### src/rtl/teqi_pkg.sv
// Constants and carrier types for the touch event qualifier
package teqi_pkg;

  // ----------------------------------------------------------------
  // Geometry
  // ----------------------------------------------------------------
  localparam int NUM_CH = 6;

  // ----------------------------------------------------------------
  // Register offsets
  // ----------------------------------------------------------------
  localparam logic [7:0] ADDR_CTRL = 8'h00;
  localparam logic [7:0] ADDR_STATUS = 8'h02;
  localparam logic [7:0] ADDR_TOUCH = 8'h03;
  localparam logic [7:0] ADDR_PATTERN = 8'h20;
  localparam logic [7:0] ADDR_IRQ_EN = 8'h27;
  localparam logic [7:0] ADDR_RPT_EN = 8'h28;
  localparam logic [7:0] ADDR_MT_CFG = 8'h2a;
  localparam logic [7:0] ADDR_PD_CFG = 8'h2b;

  // ----------------------------------------------------------------
  // Reset values and writable masks
  // ----------------------------------------------------------------
  localparam logic [7:0] RST_PATTERN = 8'h3f;
  localparam logic [7:0] RST_IRQ_EN = 8'h3f;
  localparam logic [7:0] RST_RPT_EN = 8'h3f;
  localparam logic [7:0] RST_MT_CFG = 8'h80;
  localparam logic [7:0] RST_PD_CFG = 8'h00;
  localparam logic [7:0] MASK_CH = 8'h3f;
  localparam logic [7:0] MASK_MT_CFG = 8'h8c;
  localparam logic [7:0] MASK_PD_CFG = 8'h8f;

  // ----------------------------------------------------------------
  // Field positions
  // ----------------------------------------------------------------
  localparam int MT_BLK_BIT = 7;
  localparam int MT_LIM_LSB = 2;
  localparam int PD_EN_BIT = 7;
  localparam int PD_TH_LSB = 2;
  localparam int PD_CMP_BIT = 1;
  localparam int PD_IRQ_BIT = 0;
  localparam int CTRL_INT_BIT = 0;
  localparam int STAT_MULTI_BIT = 0;
  localparam int STAT_PAT_BIT = 1;

  // Pattern threshold fraction codes
  localparam logic [1:0] FRAC_12P5 = 2'h0;
  localparam logic [1:0] FRAC_25 = 2'h1;
  localparam logic [1:0] FRAC_37P5 = 2'h2;

  // ----------------------------------------------------------------
  // Carriers
  // ----------------------------------------------------------------
  typedef struct packed {
    logic touch;
    logic noise;
    logic standby;
    logic [7:0] delta;
    logic [7:0] active_th;
  } teqi_chan_t;

  typedef struct packed {
    logic [7:0] addr;
    logic wr_en;
    logic [7:0] wdata;
  } teqi_reg_req_t;

endpackage : teqi_pkg

### src/rtl/teqi_core.sv
// Touch event qualifier: blocking, pattern detection and alert
`timescale 1ns/100ps
module teqi_core (
  input wire logic sys_clk,
  input wire logic rst_b,
  input wire teqi_pkg::teqi_chan_t [5:0] chan_in,
  input wire logic [7:0] standby_th,
  input wire logic cycle_done,
  input wire logic [5:0] repeat_tick,
  input wire logic release_irq_enable,
  input wire teqi_pkg::teqi_reg_req_t reg_req,
  output logic [7:0] reg_rdata,
  output logic alert_b,
  output logic [5:0] touch_status,
  output logic multi_touch_flag,
  output logic pattern_event_flag
);

  // ----------------------------------------------------------------
  // Registers
  // ----------------------------------------------------------------
  logic [7:0] pattern_member_reg;
  logic [7:0] touch_irq_enable_reg;
  logic [7:0] repeat_enable_reg;
  logic [7:0] multi_touch_config_reg;
  logic [7:0] pattern_detect_config_reg;
  logic [5:0] accepted_reg;
  logic pattern_cond_reg;
  logic int_reg;
  logic multi_reg;
  logic pat_flag_reg;
  logic alert_b_reg;
  logic [7:0] rdata_reg;

  // ----------------------------------------------------------------
  // Decode
  // ----------------------------------------------------------------
  wire wr_ctrl = reg_req.wr_en && reg_req.addr == teqi_pkg::ADDR_CTRL;
  wire wr_pat = reg_req.wr_en && reg_req.addr == teqi_pkg::ADDR_PATTERN;
  wire wr_ien = reg_req.wr_en && reg_req.addr == teqi_pkg::ADDR_IRQ_EN;
  wire wr_rpt = reg_req.wr_en && reg_req.addr == teqi_pkg::ADDR_RPT_EN;
  wire wr_mt = reg_req.wr_en && reg_req.addr == teqi_pkg::ADDR_MT_CFG;
  wire wr_pd = reg_req.wr_en && reg_req.addr == teqi_pkg::ADDR_PD_CFG;

  wire blk_en = multi_touch_config_reg[teqi_pkg::MT_BLK_BIT];
  wire [1:0] lim_code =
    multi_touch_config_reg[teqi_pkg::MT_LIM_LSB +: 2];
  wire [2:0] limit = {1'b0, lim_code} + 3'h1;
  wire pd_en = pattern_detect_config_reg[teqi_pkg::PD_EN_BIT];
  wire [1:0] frac_sel =
    pattern_detect_config_reg[teqi_pkg::PD_TH_LSB +: 2];
  wire pd_cmp = pattern_detect_config_reg[teqi_pkg::PD_CMP_BIT];
  wire pd_irq = pattern_detect_config_reg[teqi_pkg::PD_IRQ_BIT];
  wire [5:0] pattern = pattern_member_reg[5:0];

  // ----------------------------------------------------------------
  // Per-input qualification chains
  // ----------------------------------------------------------------
  logic [5:0] touch_raw;
  logic [5:0] above;
  logic [5:0] kept;
  logic [5:0] take;
  logic [2:0] kcnt [0:6];
  logic [2:0] acnt [0:6];
  logic [2:0] abv_cnt [0:6];
  logic [2:0] pat_cnt [0:6];

  assign kcnt[0] = 3'h0;
  assign abv_cnt[0] = 3'h0;
  assign pat_cnt[0] = 3'h0;
  assign acnt[0] = kcnt[6];

  genvar gi;
  generate
    for (gi = 0; gi < teqi_pkg::NUM_CH; gi++) begin : g_ch
      logic [7:0] th;
      logic [7:0] pth;
      assign touch_raw[gi] = chan_in[gi].touch;
      assign th = chan_in[gi].standby ? standby_th : chan_in[gi].active_th;
      assign pth = (frac_sel == teqi_pkg::FRAC_12P5) ? {3'h0, th[7:3]} :
                   (frac_sel == teqi_pkg::FRAC_25) ? {2'h0, th[7:2]} :
                   (frac_sel == teqi_pkg::FRAC_37P5) ?
                   ({2'h0, th[7:2]} + {3'h0, th[7:3]}) : th;
      assign above[gi] = (chan_in[gi].delta > pth) | chan_in[gi].noise;
      // keep accepted inputs, then fill in scan order
      // A lowered limit trims held touches in scan order as well
      assign kept[gi] = accepted_reg[gi] & touch_raw[gi] &
                        (kcnt[gi] < limit);
      assign kcnt[gi+1] = kcnt[gi] + {2'h0, kept[gi]};
      assign take[gi] = touch_raw[gi] & ~kept[gi] & (acnt[gi] < limit);
      assign acnt[gi+1] = acnt[gi] + {2'h0, take[gi]};
      assign abv_cnt[gi+1] = abv_cnt[gi] + {2'h0, above[gi]};
      assign pat_cnt[gi+1] = pat_cnt[gi] + {2'h0, pattern[gi]};
    end
  endgenerate

  // ----------------------------------------------------------------
  // Pattern condition and touch acceptance
  // ----------------------------------------------------------------
  // An empty pattern would match every cycle and lock out all touches
  wire pat_exact = (above & pattern) == pattern;
  wire pat_count = abv_cnt[6] >= pat_cnt[6];
  // enable gate; exact mode; count mode
  wire pcond_next = pd_en && (pattern != 6'h00) &&
                    (pd_cmp ? pat_exact : pat_count);
  wire [5:0] acc_next = pcond_next ? 6'h00 :
                        (blk_en ? (kept | take) : touch_raw);
  wire over = blk_en && !pcond_next && |(touch_raw & ~acc_next);

  // ----------------------------------------------------------------
  // Interrupt sources
  // ----------------------------------------------------------------
  wire [5:0] onset = {6{cycle_done}} & acc_next & ~accepted_reg;
  wire [5:0] rel = {6{cycle_done & release_irq_enable & ~pcond_next}} &
                   ~acc_next & accepted_reg;
  // ticks ignored without repeat; held touch repeats
  wire [5:0] rpt = repeat_tick & repeat_enable_reg[5:0] & accepted_reg;
  // per-input gate; bit i serves input i
  wire [5:0] ch_irq = (onset | rel | rpt) & touch_irq_enable_reg[5:0];
  wire pat_evt = cycle_done && pcond_next && !pattern_cond_reg;
  wire int_set = (|ch_irq) || (pat_evt && pd_irq);
  wire int_clr = wr_ctrl && !reg_req.wdata[teqi_pkg::CTRL_INT_BIT];
  wire int_next = int_set || (int_reg && !int_clr);
  // clear only once the condition is gone
  wire pat_flag_next = pat_evt ||
                       (pat_flag_reg && !(int_clr && !pattern_cond_reg));
  wire multi_next = (cycle_done && over) || (multi_reg && !int_clr);
  wire pcond_hold = cycle_done ? pcond_next : pattern_cond_reg;
  wire [5:0] acc_hold = cycle_done ? acc_next : accepted_reg;

  // ----------------------------------------------------------------
  // Read mux
  // ----------------------------------------------------------------
  // unused bits read zero
  wire [7:0] status_rd = {6'h00, pat_flag_reg, multi_reg};
  wire [7:0] rd_mux =
    (reg_req.addr == teqi_pkg::ADDR_CTRL) ? {7'h00, int_reg} :
    (reg_req.addr == teqi_pkg::ADDR_STATUS) ? status_rd :
    (reg_req.addr == teqi_pkg::ADDR_TOUCH) ? {2'h0, accepted_reg} :
    (reg_req.addr == teqi_pkg::ADDR_PATTERN) ? pattern_member_reg :
    (reg_req.addr == teqi_pkg::ADDR_IRQ_EN) ? touch_irq_enable_reg :
    (reg_req.addr == teqi_pkg::ADDR_RPT_EN) ? repeat_enable_reg :
    (reg_req.addr == teqi_pkg::ADDR_MT_CFG) ? multi_touch_config_reg :
    (reg_req.addr == teqi_pkg::ADDR_PD_CFG) ? pattern_detect_config_reg :
    8'h00;

  // ----------------------------------------------------------------
  // Configuration registers
  // ----------------------------------------------------------------
  // writes masked to defined bits
  always_ff @(posedge sys_clk or negedge rst_b) begin
    if (!rst_b) begin
      pattern_member_reg <= teqi_pkg::RST_PATTERN;
      touch_irq_enable_reg <= teqi_pkg::RST_IRQ_EN;
      repeat_enable_reg <= teqi_pkg::RST_RPT_EN;
      multi_touch_config_reg <= teqi_pkg::RST_MT_CFG;
      pattern_detect_config_reg <= teqi_pkg::RST_PD_CFG;
    end else begin
      if (wr_pat) pattern_member_reg <= reg_req.wdata & teqi_pkg::MASK_CH;
      if (wr_ien) touch_irq_enable_reg <= reg_req.wdata & teqi_pkg::MASK_CH;
      if (wr_rpt) repeat_enable_reg <= reg_req.wdata & teqi_pkg::MASK_CH;
      if (wr_mt) multi_touch_config_reg <=
        reg_req.wdata & teqi_pkg::MASK_MT_CFG;
      if (wr_pd) pattern_detect_config_reg <=
        reg_req.wdata & teqi_pkg::MASK_PD_CFG;
    end
  end

  // ----------------------------------------------------------------
  // Event state
  // ----------------------------------------------------------------
  always_ff @(posedge sys_clk or negedge rst_b) begin
    if (!rst_b) begin
      accepted_reg <= 6'h00;
      pattern_cond_reg <= 1'b0;
      int_reg <= 1'b0;
      multi_reg <= 1'b0;
      pat_flag_reg <= 1'b0;
      alert_b_reg <= 1'b1;
      rdata_reg <= 8'h00;
    end else begin
      // blocking follows the condition on each cycle_done
      accepted_reg <= acc_hold;
      pattern_cond_reg <= pcond_hold;
      int_reg <= int_next;
      multi_reg <= multi_next;
      pat_flag_reg <= pat_flag_next;
      alert_b_reg <= !int_next;
      rdata_reg <= rd_mux;
    end
  end

  assign reg_rdata = rdata_reg;
  assign alert_b = alert_b_reg;
  assign touch_status = accepted_reg;
  assign multi_touch_flag = multi_reg;
  assign pattern_event_flag = pat_flag_reg;
endmodule : teqi_core

### config.mk
export PLATFORM = sky130hd
export DESIGN_NAME = teqi_core
export DESIGN_NICKNAME = d
export VERILOG_FILES = /design/src/rtl/teqi_pkg.sv /design/src/rtl/teqi_core.sv
export SDC_FILE = /design/constraint.sdc
export NUM_CORES = 1
export LEC_CHECK = 0
export ABC_AREA = 1
export BUFFER_PORTS_ARGS = -buffer_cell sky130_fd_sc_hd__clkbuf_2
export CORE_MARGIN = 3
export CORE_UTILIZATION = 55
export CTS_CLUSTER_SIZE = 24
export DETAILED_ROUTE_END_ITERATION = 7
export PLACE_DENSITY = 0.87
export SETUP_SLACK_MARGIN = 0.1
export SYNTH_ARGS = -nofsm -noshare
export SYNTH_HDL_FRONTEND = slang
export SYNTH_SLANG_ARGS = --single-unit
### constraint.sdc
create_clock -name sys_clk -period 14.3 [get_ports sys_clk]
set_input_delay 2.86 -clock sys_clk [delete_from_list [all_inputs] [get_ports sys_clk]]
set_output_delay 2.86 -clock sys_clk [all_outputs]
set_load 0.01 [all_outputs]
Word level (Yosys, flattened, before mapping)
Cells that the tools add are included.
{"block": "word_totals", "ff_bits": 45, "out_inout_bits": 17, "wordCells": 190}
{"block": "op_classes", "addsub": 27, "magnitude_cmp": 19, "n_eq_ne": 10, "mux": 35, "bitwise": 53, "n_reduce_logical": 34}
{"cell": "two-way mux 8 bit", "count": 32}
{"cell": "AND 6 bit", "count": 9}
{"cell": "> comparator 8 bit", "count": 6}
{"cell": "adder 3 x 1 -> 3 bit", "count": 14}
{"cell": "adder 6 x 5 -> 7 bit", "count": 6}
{"cell": "equality test 8 x 6 -> 1 bit, second input constant", "count": 5}
{"cell": "< comparator 3 bit", "count": 9}
{"cell": "AND 1 bit", "count": 26}
{"cell": "logical AND 1 bit", "count": 19}
{"cell": "OR 6 bit", "count": 3}
{"cell": "equality test 8 x 2 -> 1 bit, second input constant", "count": 2}
{"cell": "two-way mux 6 bit", "count": 2}
{"cell": "NOT 6 bit", "count": 2}
{"cell": "OR reduction 6 bit", "count": 2}
{"cell": "adder 2 x 1 -> 3 bit", "count": 3}
{"cell": "zero test 8 bit", "count": 1}
{"cell": "NOT 1 bit", "count": 7}
{"cell": "adder 1 x 1 -> 2 bit", "count": 3}
{"cell": "equality test 6 bit", "count": 1}
{"cell": "zero test 1 bit", "count": 6}
{"cell": "OR 1 bit", "count": 6}
{"cell": "nonzero test 6 bit", "count": 1}
{"cell": "logical OR 1 bit", "count": 4}
{"cell": "adder 2 x 1 -> 3 bit, second input constant", "count": 1}
{"cell": "other kinds (8)", "count": 8}

Depth between registers and ports, before layout
{"block": "depth", "word_depth": 48, "ltp_mapped": 90}

Worst setup path after synthesis
Ideal clock, no wire load.
{"block": "synth_path", "path_type": "input-to-reg", "start": "input port chan_in[18] (netlist name)", "end": "register int_reg", "setup_ns": 0.117, "arrival_ns": 14.294, "required_ns": 14.183, "slack_ns": -0.111, "cell_stages": 88, "path_buffers": 0, "path_cell_list": "nand2_1 > inv_1 > o21ai_0 > nand3_1 > inv_1 > ha_1 > o211ai_1 > nand3_1 > nor2_1 > inv_1 > fa_1 > inv_1 > ha_1 > nand3b_1 > o221ai_1 > nand3b_1 > inv_1 > ha_1 > (+52 left out) > ha_1 > ha_1 > inv_1 > nand3_1 > nand2_1 > ha_1 > nand2_1 > nor2_1 > a211oi_1 > o21ai_0 > o21ai_0 > inv_1 > nand3_1 > nand2_1 > nand3_1 > nand2_1 > nor2_1 > nand2_1"}
{"block": "synth_between", "elab_chain_len": 46, "word_cells_on_any_way": 60, "classes_between": "10 x add/sub; 11 x order compare; 2 x mux; 34 x bitwise; 3 x reduce/logical"}
{"item": "start: declaration", "line": "teqi_core.sv:6", "rtl": "input wire teqi_pkg::teqi_chan_t [5:0] chan_in,"}
{"item": "AND 1 bit (2 in a row)", "line": "teqi_core.sv:87", "rtl": "assign kept[gi] = accepted_reg[gi] & touch_raw[gi] &"}
{"item": "< comparator 1 x 3 -> 1 bit", "line": "teqi_core.sv:88", "rtl": "(kcnt[gi] < limit);"}
{"item": "AND 1 bit", "line": "teqi_core.sv:87"}
{"item": "adder 1 x 1 -> 2 bit", "line": "teqi_core.sv:89", "rtl": "assign kcnt[gi+1] = kcnt[gi] + {2'h0, kept[gi]};"}
{"item": "< comparator 2 x 3 -> 1 bit", "line": "teqi_core.sv:88"}
{"item": "AND 1 bit", "line": "teqi_core.sv:87"}
{"item": "adder 2 x 1 -> 3 bit", "line": "teqi_core.sv:89"}
{"item": "< comparator 3 bit", "line": "teqi_core.sv:88"}
{"item": "(+29 left out)"}
{"item": "AND 6 bit", "line": "teqi_core.sv:114", "rtl": "wire [5:0] rel = {6{cycle_done & release_irq_enable & ~pcond_next}} &"}
{"item": "AND 6 bit", "line": "teqi_core.sv:115", "rtl": "~acc_next & accepted_reg;"}
{"item": "OR 6 bit (*) (2 in a row)", "line": "teqi_core.sv:119", "rtl": "wire [5:0] ch_irq = (onset | rel | rpt) & touch_irq_enable_reg[5:0];"}
{"item": "AND 6 bit (*)", "line": "teqi_core.sv:119"}
{"item": "OR reduction 6 bit (*)", "line": "teqi_core.sv:121", "rtl": "wire int_set = (|ch_irq) || (pat_evt && pd_irq);"}
{"item": "logical OR 1 bit (*)", "line": "teqi_core.sv:121"}
{"item": "logical OR 1 bit (*)", "line": "teqi_core.sv:123", "rtl": "wire int_next = int_set || (int_reg && !int_clr);"}
{"item": "named net int_next", "line": "teqi_core.sv:123"}
{"item": "end signal: assignment", "line": "teqi_core.sv:185", "rtl": "int_reg <= int_next;"}
{"item": "end: declaration", "line": "teqi_core.sv:29", "rtl": "logic int_reg;"}
The timed path passes the listed nets; every way through them passes the cells marked *.
A chain may end at the register's enable or synchronous reset.

Worst setup path after layout
{"block": "layout_path", "start": "input port chan_in[18] (netlist name)", "end": "register alert_b_reg (netlist: alert_b)"}
{"block": "layout_between", "elab_chain_len": 47, "word_cells_on_any_way": 61, "classes_between": "10 x add/sub; 11 x order compare; 2 x mux; 34 x bitwise; 4 x reduce/logical"}
{"item": "AND 1 bit (2 in a row)", "line": "teqi_core.sv:87"}
{"item": "< comparator 1 x 3 -> 1 bit", "line": "teqi_core.sv:88"}
{"item": "AND 1 bit", "line": "teqi_core.sv:87"}
{"item": "adder 1 x 1 -> 2 bit", "line": "teqi_core.sv:89"}
{"item": "< comparator 2 x 3 -> 1 bit", "line": "teqi_core.sv:88"}
{"item": "AND 1 bit", "line": "teqi_core.sv:87"}
{"item": "adder 2 x 1 -> 3 bit", "line": "teqi_core.sv:89"}
{"item": "< comparator 3 bit", "line": "teqi_core.sv:88"}
{"item": "(+29 left out)"}
{"item": "AND 6 bit", "line": "teqi_core.sv:114"}
{"item": "AND 6 bit", "line": "teqi_core.sv:115"}
{"item": "OR 6 bit (*) (2 in a row)", "line": "teqi_core.sv:119"}
{"item": "AND 6 bit (*)", "line": "teqi_core.sv:119"}
{"item": "OR reduction 6 bit (*)", "line": "teqi_core.sv:121"}
{"item": "logical OR 1 bit (*)", "line": "teqi_core.sv:121"}
{"item": "logical OR 1 bit (*)", "line": "teqi_core.sv:123"}
{"item": "zero test 1 bit (*)", "line": "teqi_core.sv:188", "rtl": "alert_b_reg <= !int_next;"}
{"item": "end signal: assignment", "line": "teqi_core.sv:188"}
{"item": "end: declaration", "line": "teqi_core.sv:32", "rtl": "logic alert_b_reg;"}
Mark *: on every way between the ends. The rest lies on a longest branch, timed or not.

==> results.txt <==
- Global routing finished with a remaining overflow of 0.
- In the routed layout, each cell is associated on average with a via count of between 5 and 6.
- Achievable frequency: roughly 0.069 GHz
- Across all setup checks in the final design, the least slack found is -172.1 ps.
- Fraction of the yosys area taken by sequential cells: 15.34%
* Met3 Use GR: ~4.8%
- Async set or reset register ratio after synthesis: 100.0%
- Proportion of layout cells with a drive suffix above 1: 24.10%
- Summed over all layers, the routed wires come to between 20 and 25 mm.
* Transition time at the pin with the least slew margin: ~1100 ps
- After synthesis the netlist holds a flip-flop and latch count of 44.
- Entering global routing, the biggest net connects between 40 and 50 pins.
* Worst Path Max Fanout: 3
- In the final routed layout, each cell accounts on average for ~16 um.
* Proportion of netlist area held by the largest area contributor: 21.99%
- The clock reaches the later pin of the worst-skew pair after 280 ps.
* CTS clock-pin slew for the worst setup and hold paths: ~60 ps
* Height of the die: ~120 um
- Master cell of the clock root buffer: clkbuf_16
- Setup violations remaining at the end of the flow were counted as 3.
* Clock tree from TritonCTS: yes
- The core region is 0.01282 mm2.
* Startpoint type of the worst setup path: primary input
- Most common cell in the netlist: nand2_1
- Hold is met by roughly 500 ps.
- Number of antenna-violating nets in the routed design: 0
- Routing layer with the top usage in global route: met2
- Post-route clock skew: between 4 and 5 ps
* Critical path capture point type: flop
* Number of inserted diodes: 0
* Final cycle utilization of the critical path: 101.2%
* Number of placement rows: just over 40
- Summing internal, switching and leakage power gives ~0.001 W.
- Routability-driven placement finished with a final weighted congestion of approximately 0.95.
- In this run, CTS created clock tree buffers numbering 5.
- For this run, the share of the core covered by cells in the final layout is 72.18%.
- In this run the worst hold path is classified as flop to flop.
- Max-cap violations in this run came to 0.
- Number of hold buffers added after CTS: 0
- The via count of the first global-routing pass is ~7800.
- Starting density of the core: 57.24%
- Number of fill cells in the layout: between 1000 and 1500
* Type of the worst setup path: primary input to flop
* Port Buf Inserts: ~160
- The first global-routing pass estimated roughly 36 mm of wire.
- Final number of max-transition violations: 0
* Clk buf depth: 2
- The number of nets handed over by synthesis was roughly 1400.
- Final worst path period need: 14470 ps
- The multi-input combinational cells in the finished layout cover a total of approximately 0.0059 mm2.
- After detailed routing, the number of remaining DRC violations is 0.
* RSZ-0062 raised after global routing: yes
* Number of hold violations in the final report: 0
* Cell area after synthesis: approximately 0.0073 mm2
- The cell count after synthesis came out at between 1000 and 1500.
- Total Nets Final: between 1500 and 2000
- Summed over all nets, the half-perimeter wirelength after detailed placement is between 15 and 20 mm.
* Number of sinks driven by the clock tree: 44
- For this run, the total global-route usage over all layers was measured as 30.14%.
- Rel. slew slack: 29.87%
* Met2 usage in global routing: between 40% and 50%
* Drt first pass iters: 6
- The clock tree synthesis step divided the H-tree into 2 levels.
- The commonest cells after synthesis are nand2_1, inv_1, ha_1.
- Flip-flop count of the largest register, all copies and words added: 7
- Violations in the final reports: setup timing
- Post-synthesis to final-layout area growth: 26.10%
- Dividing the synthesized area by the synthesized cell count gives about 6.6 um2.
- VDD IR-drop max: approximately 110 uV
* Largest stage delay, worst path: between 300 and 400 ps
- In the final timing run, aggregate negative setup slack is -460.1 ps.
- Worst EP arrival: about 15000 ps
- For this design the ratio of total power to cell area is ~110 mW/mm2.
- Run status: finished, violations left
- Data required time of the worst path: around 15000 ps
* Fraction of met1 tracks used by global routing: between 40% and 50%
- In this run the count of I/O pins placed on the die edge is about 170.
* Distinct cell type count after synthesis: 43
- Die ar.: approximately 0.015 mm2
* Cell repeated most along the worst path: ha_4
- Synth area leaders: ha_1, nand2_1, inv_1
- Total number of vias: 8488
- For this design the static power due to leakage is around 5 nW.
- Main synth FF type: dfrtp_1
- Yosys warnings: 0
* EDFF count, synth: 0
- Area taken by flip-flops and latches: between 0.001 and 0.0015 mm2
- DRC marker count from the first detailed-route iteration: approximately 1000
* Die width: about 120 um
- Area leader, netlist: ha_1
- The initial antenna violation count came to 0.
- On the critical path, the stage with the largest delay is an instance of fa_2.
power by group:
part / internal [W] / total (W) / switching (W)
sequential: 0.000135 / 0.000145 / 0.00000953
clock: 0.0000697 / 0.000114 / 0.0000447
combinational: 0.000369 / 0.000745 / 0.000376
total: 0.000574 / 0.00100 / 0.000430
placed cells by master (no fill, tap or decap), types with 4 or more instances in the layout:
cell type / n
o21ai_0: 86
a21oi_2: 4
nand2_1: 308
ha_4: 21
ha_2: 5
o211ai_1: 15
xor2_4: 4
buf_4: 53
o2111ai_1: 7
clkbuf_16: 5
nand2_2: 7
dfrtp_1: 24
nand3_2: 5
a31oi_1: 6
o221ai_1: 12
ha_1: 103
xor2_1: 6
nor2_1: 71
dfstp_2: 20
fa_1: 12
nand4_1: 12
a21oi_1: 57
inv_2: 10
o21ai_2: 6
o21a_1: 5
nand3_1: 42
xnor2_1: 10
inv_1: 154
clkinv_1: 4
o21bai_1: 4
a22oi_1: 7
a32oi_1: 6
a21o_1: 6
clkbuf_2: 162
o22ai_1: 14
nor2_2: 4
area by class of cell:
class	count	share of cell area, %
multi-input combinational	875	63.94
clock buffer	8	1.582
sequential	44	12.17
timing repair buffer	216	13.18
tap	172	2.325
inverter	168	6.813
metal layers:
layer	up-vias	share of wire, %
met4	0	3.4
met2	483	45
met1	3800	41
li1	4119	-
met5	-	0
met3	86	10
worst paths after layout:
kind | from | endpoint | slack [ps] | cells past startpoint
max | chan_in[18] | alert_b | -170 | 89
min | touch_irq_enable_reg[4] | touch_irq_enable_reg[4] | 500 | 2
max reg2reg | multi_touch_config_reg[2] | alert_b | 1700 | 89
min reg2reg | touch_irq_enable_reg[4] | touch_irq_enable_reg[4] | 500 | 2
max in group asynchronous | rst_b | touch_status[5] | 10890 | 1
min in group asynchronous | rst_b | reg_rdata[1] | 2750 | 1
worst max-delay path, delay by kind of cell:
| family | cells | cell delay [ps] |
|---|---|---|
| xor gates and xnor gates | 4 | 670 |
| buffers and inverters | 14 | 1060 |
| and+or+nand+nor | 27 | 2570 |
| adders and majority gates | 27 | 5370 |
| AOI/OAI and AO/OA | 17 | 2160 |
timing repair:
item / in CTS / in global routing
endpoints found under the hold margin: 0 / 0
setup buffers: 1 / 8
gates resized for setup: 7 / 31
setup endpoints to repair: 4 / 4
gates cloned: 0 / 0
pin swaps: 14 / 69
per-stage QoR:
stage	cell area, um2	instances	worst slack, ps
floorplan	7635	1112	97.83
global placement	8899	1466	-398.8
detailed placement	8899	1466	-604.9
CTS	9084	1475	-73.34
global route	9256	1483	-832.7
finish	9256	1483	-172.1
logic make-up (layout without fill, tap and decap cells):
group	count (synthesis)	count (layout)	synth area share [%]
buf+inv	193	392	9.920
flops	44	44	15.34
xor+xnor	22	22	3.238
simple gates	459	459	25.11
compound gates	249	249	20.54
mux	2	2	0.2727
other cells	1	1	0.05108
fa+ha+maj	142	142	25.53
(Power assumes the default switching activity.)
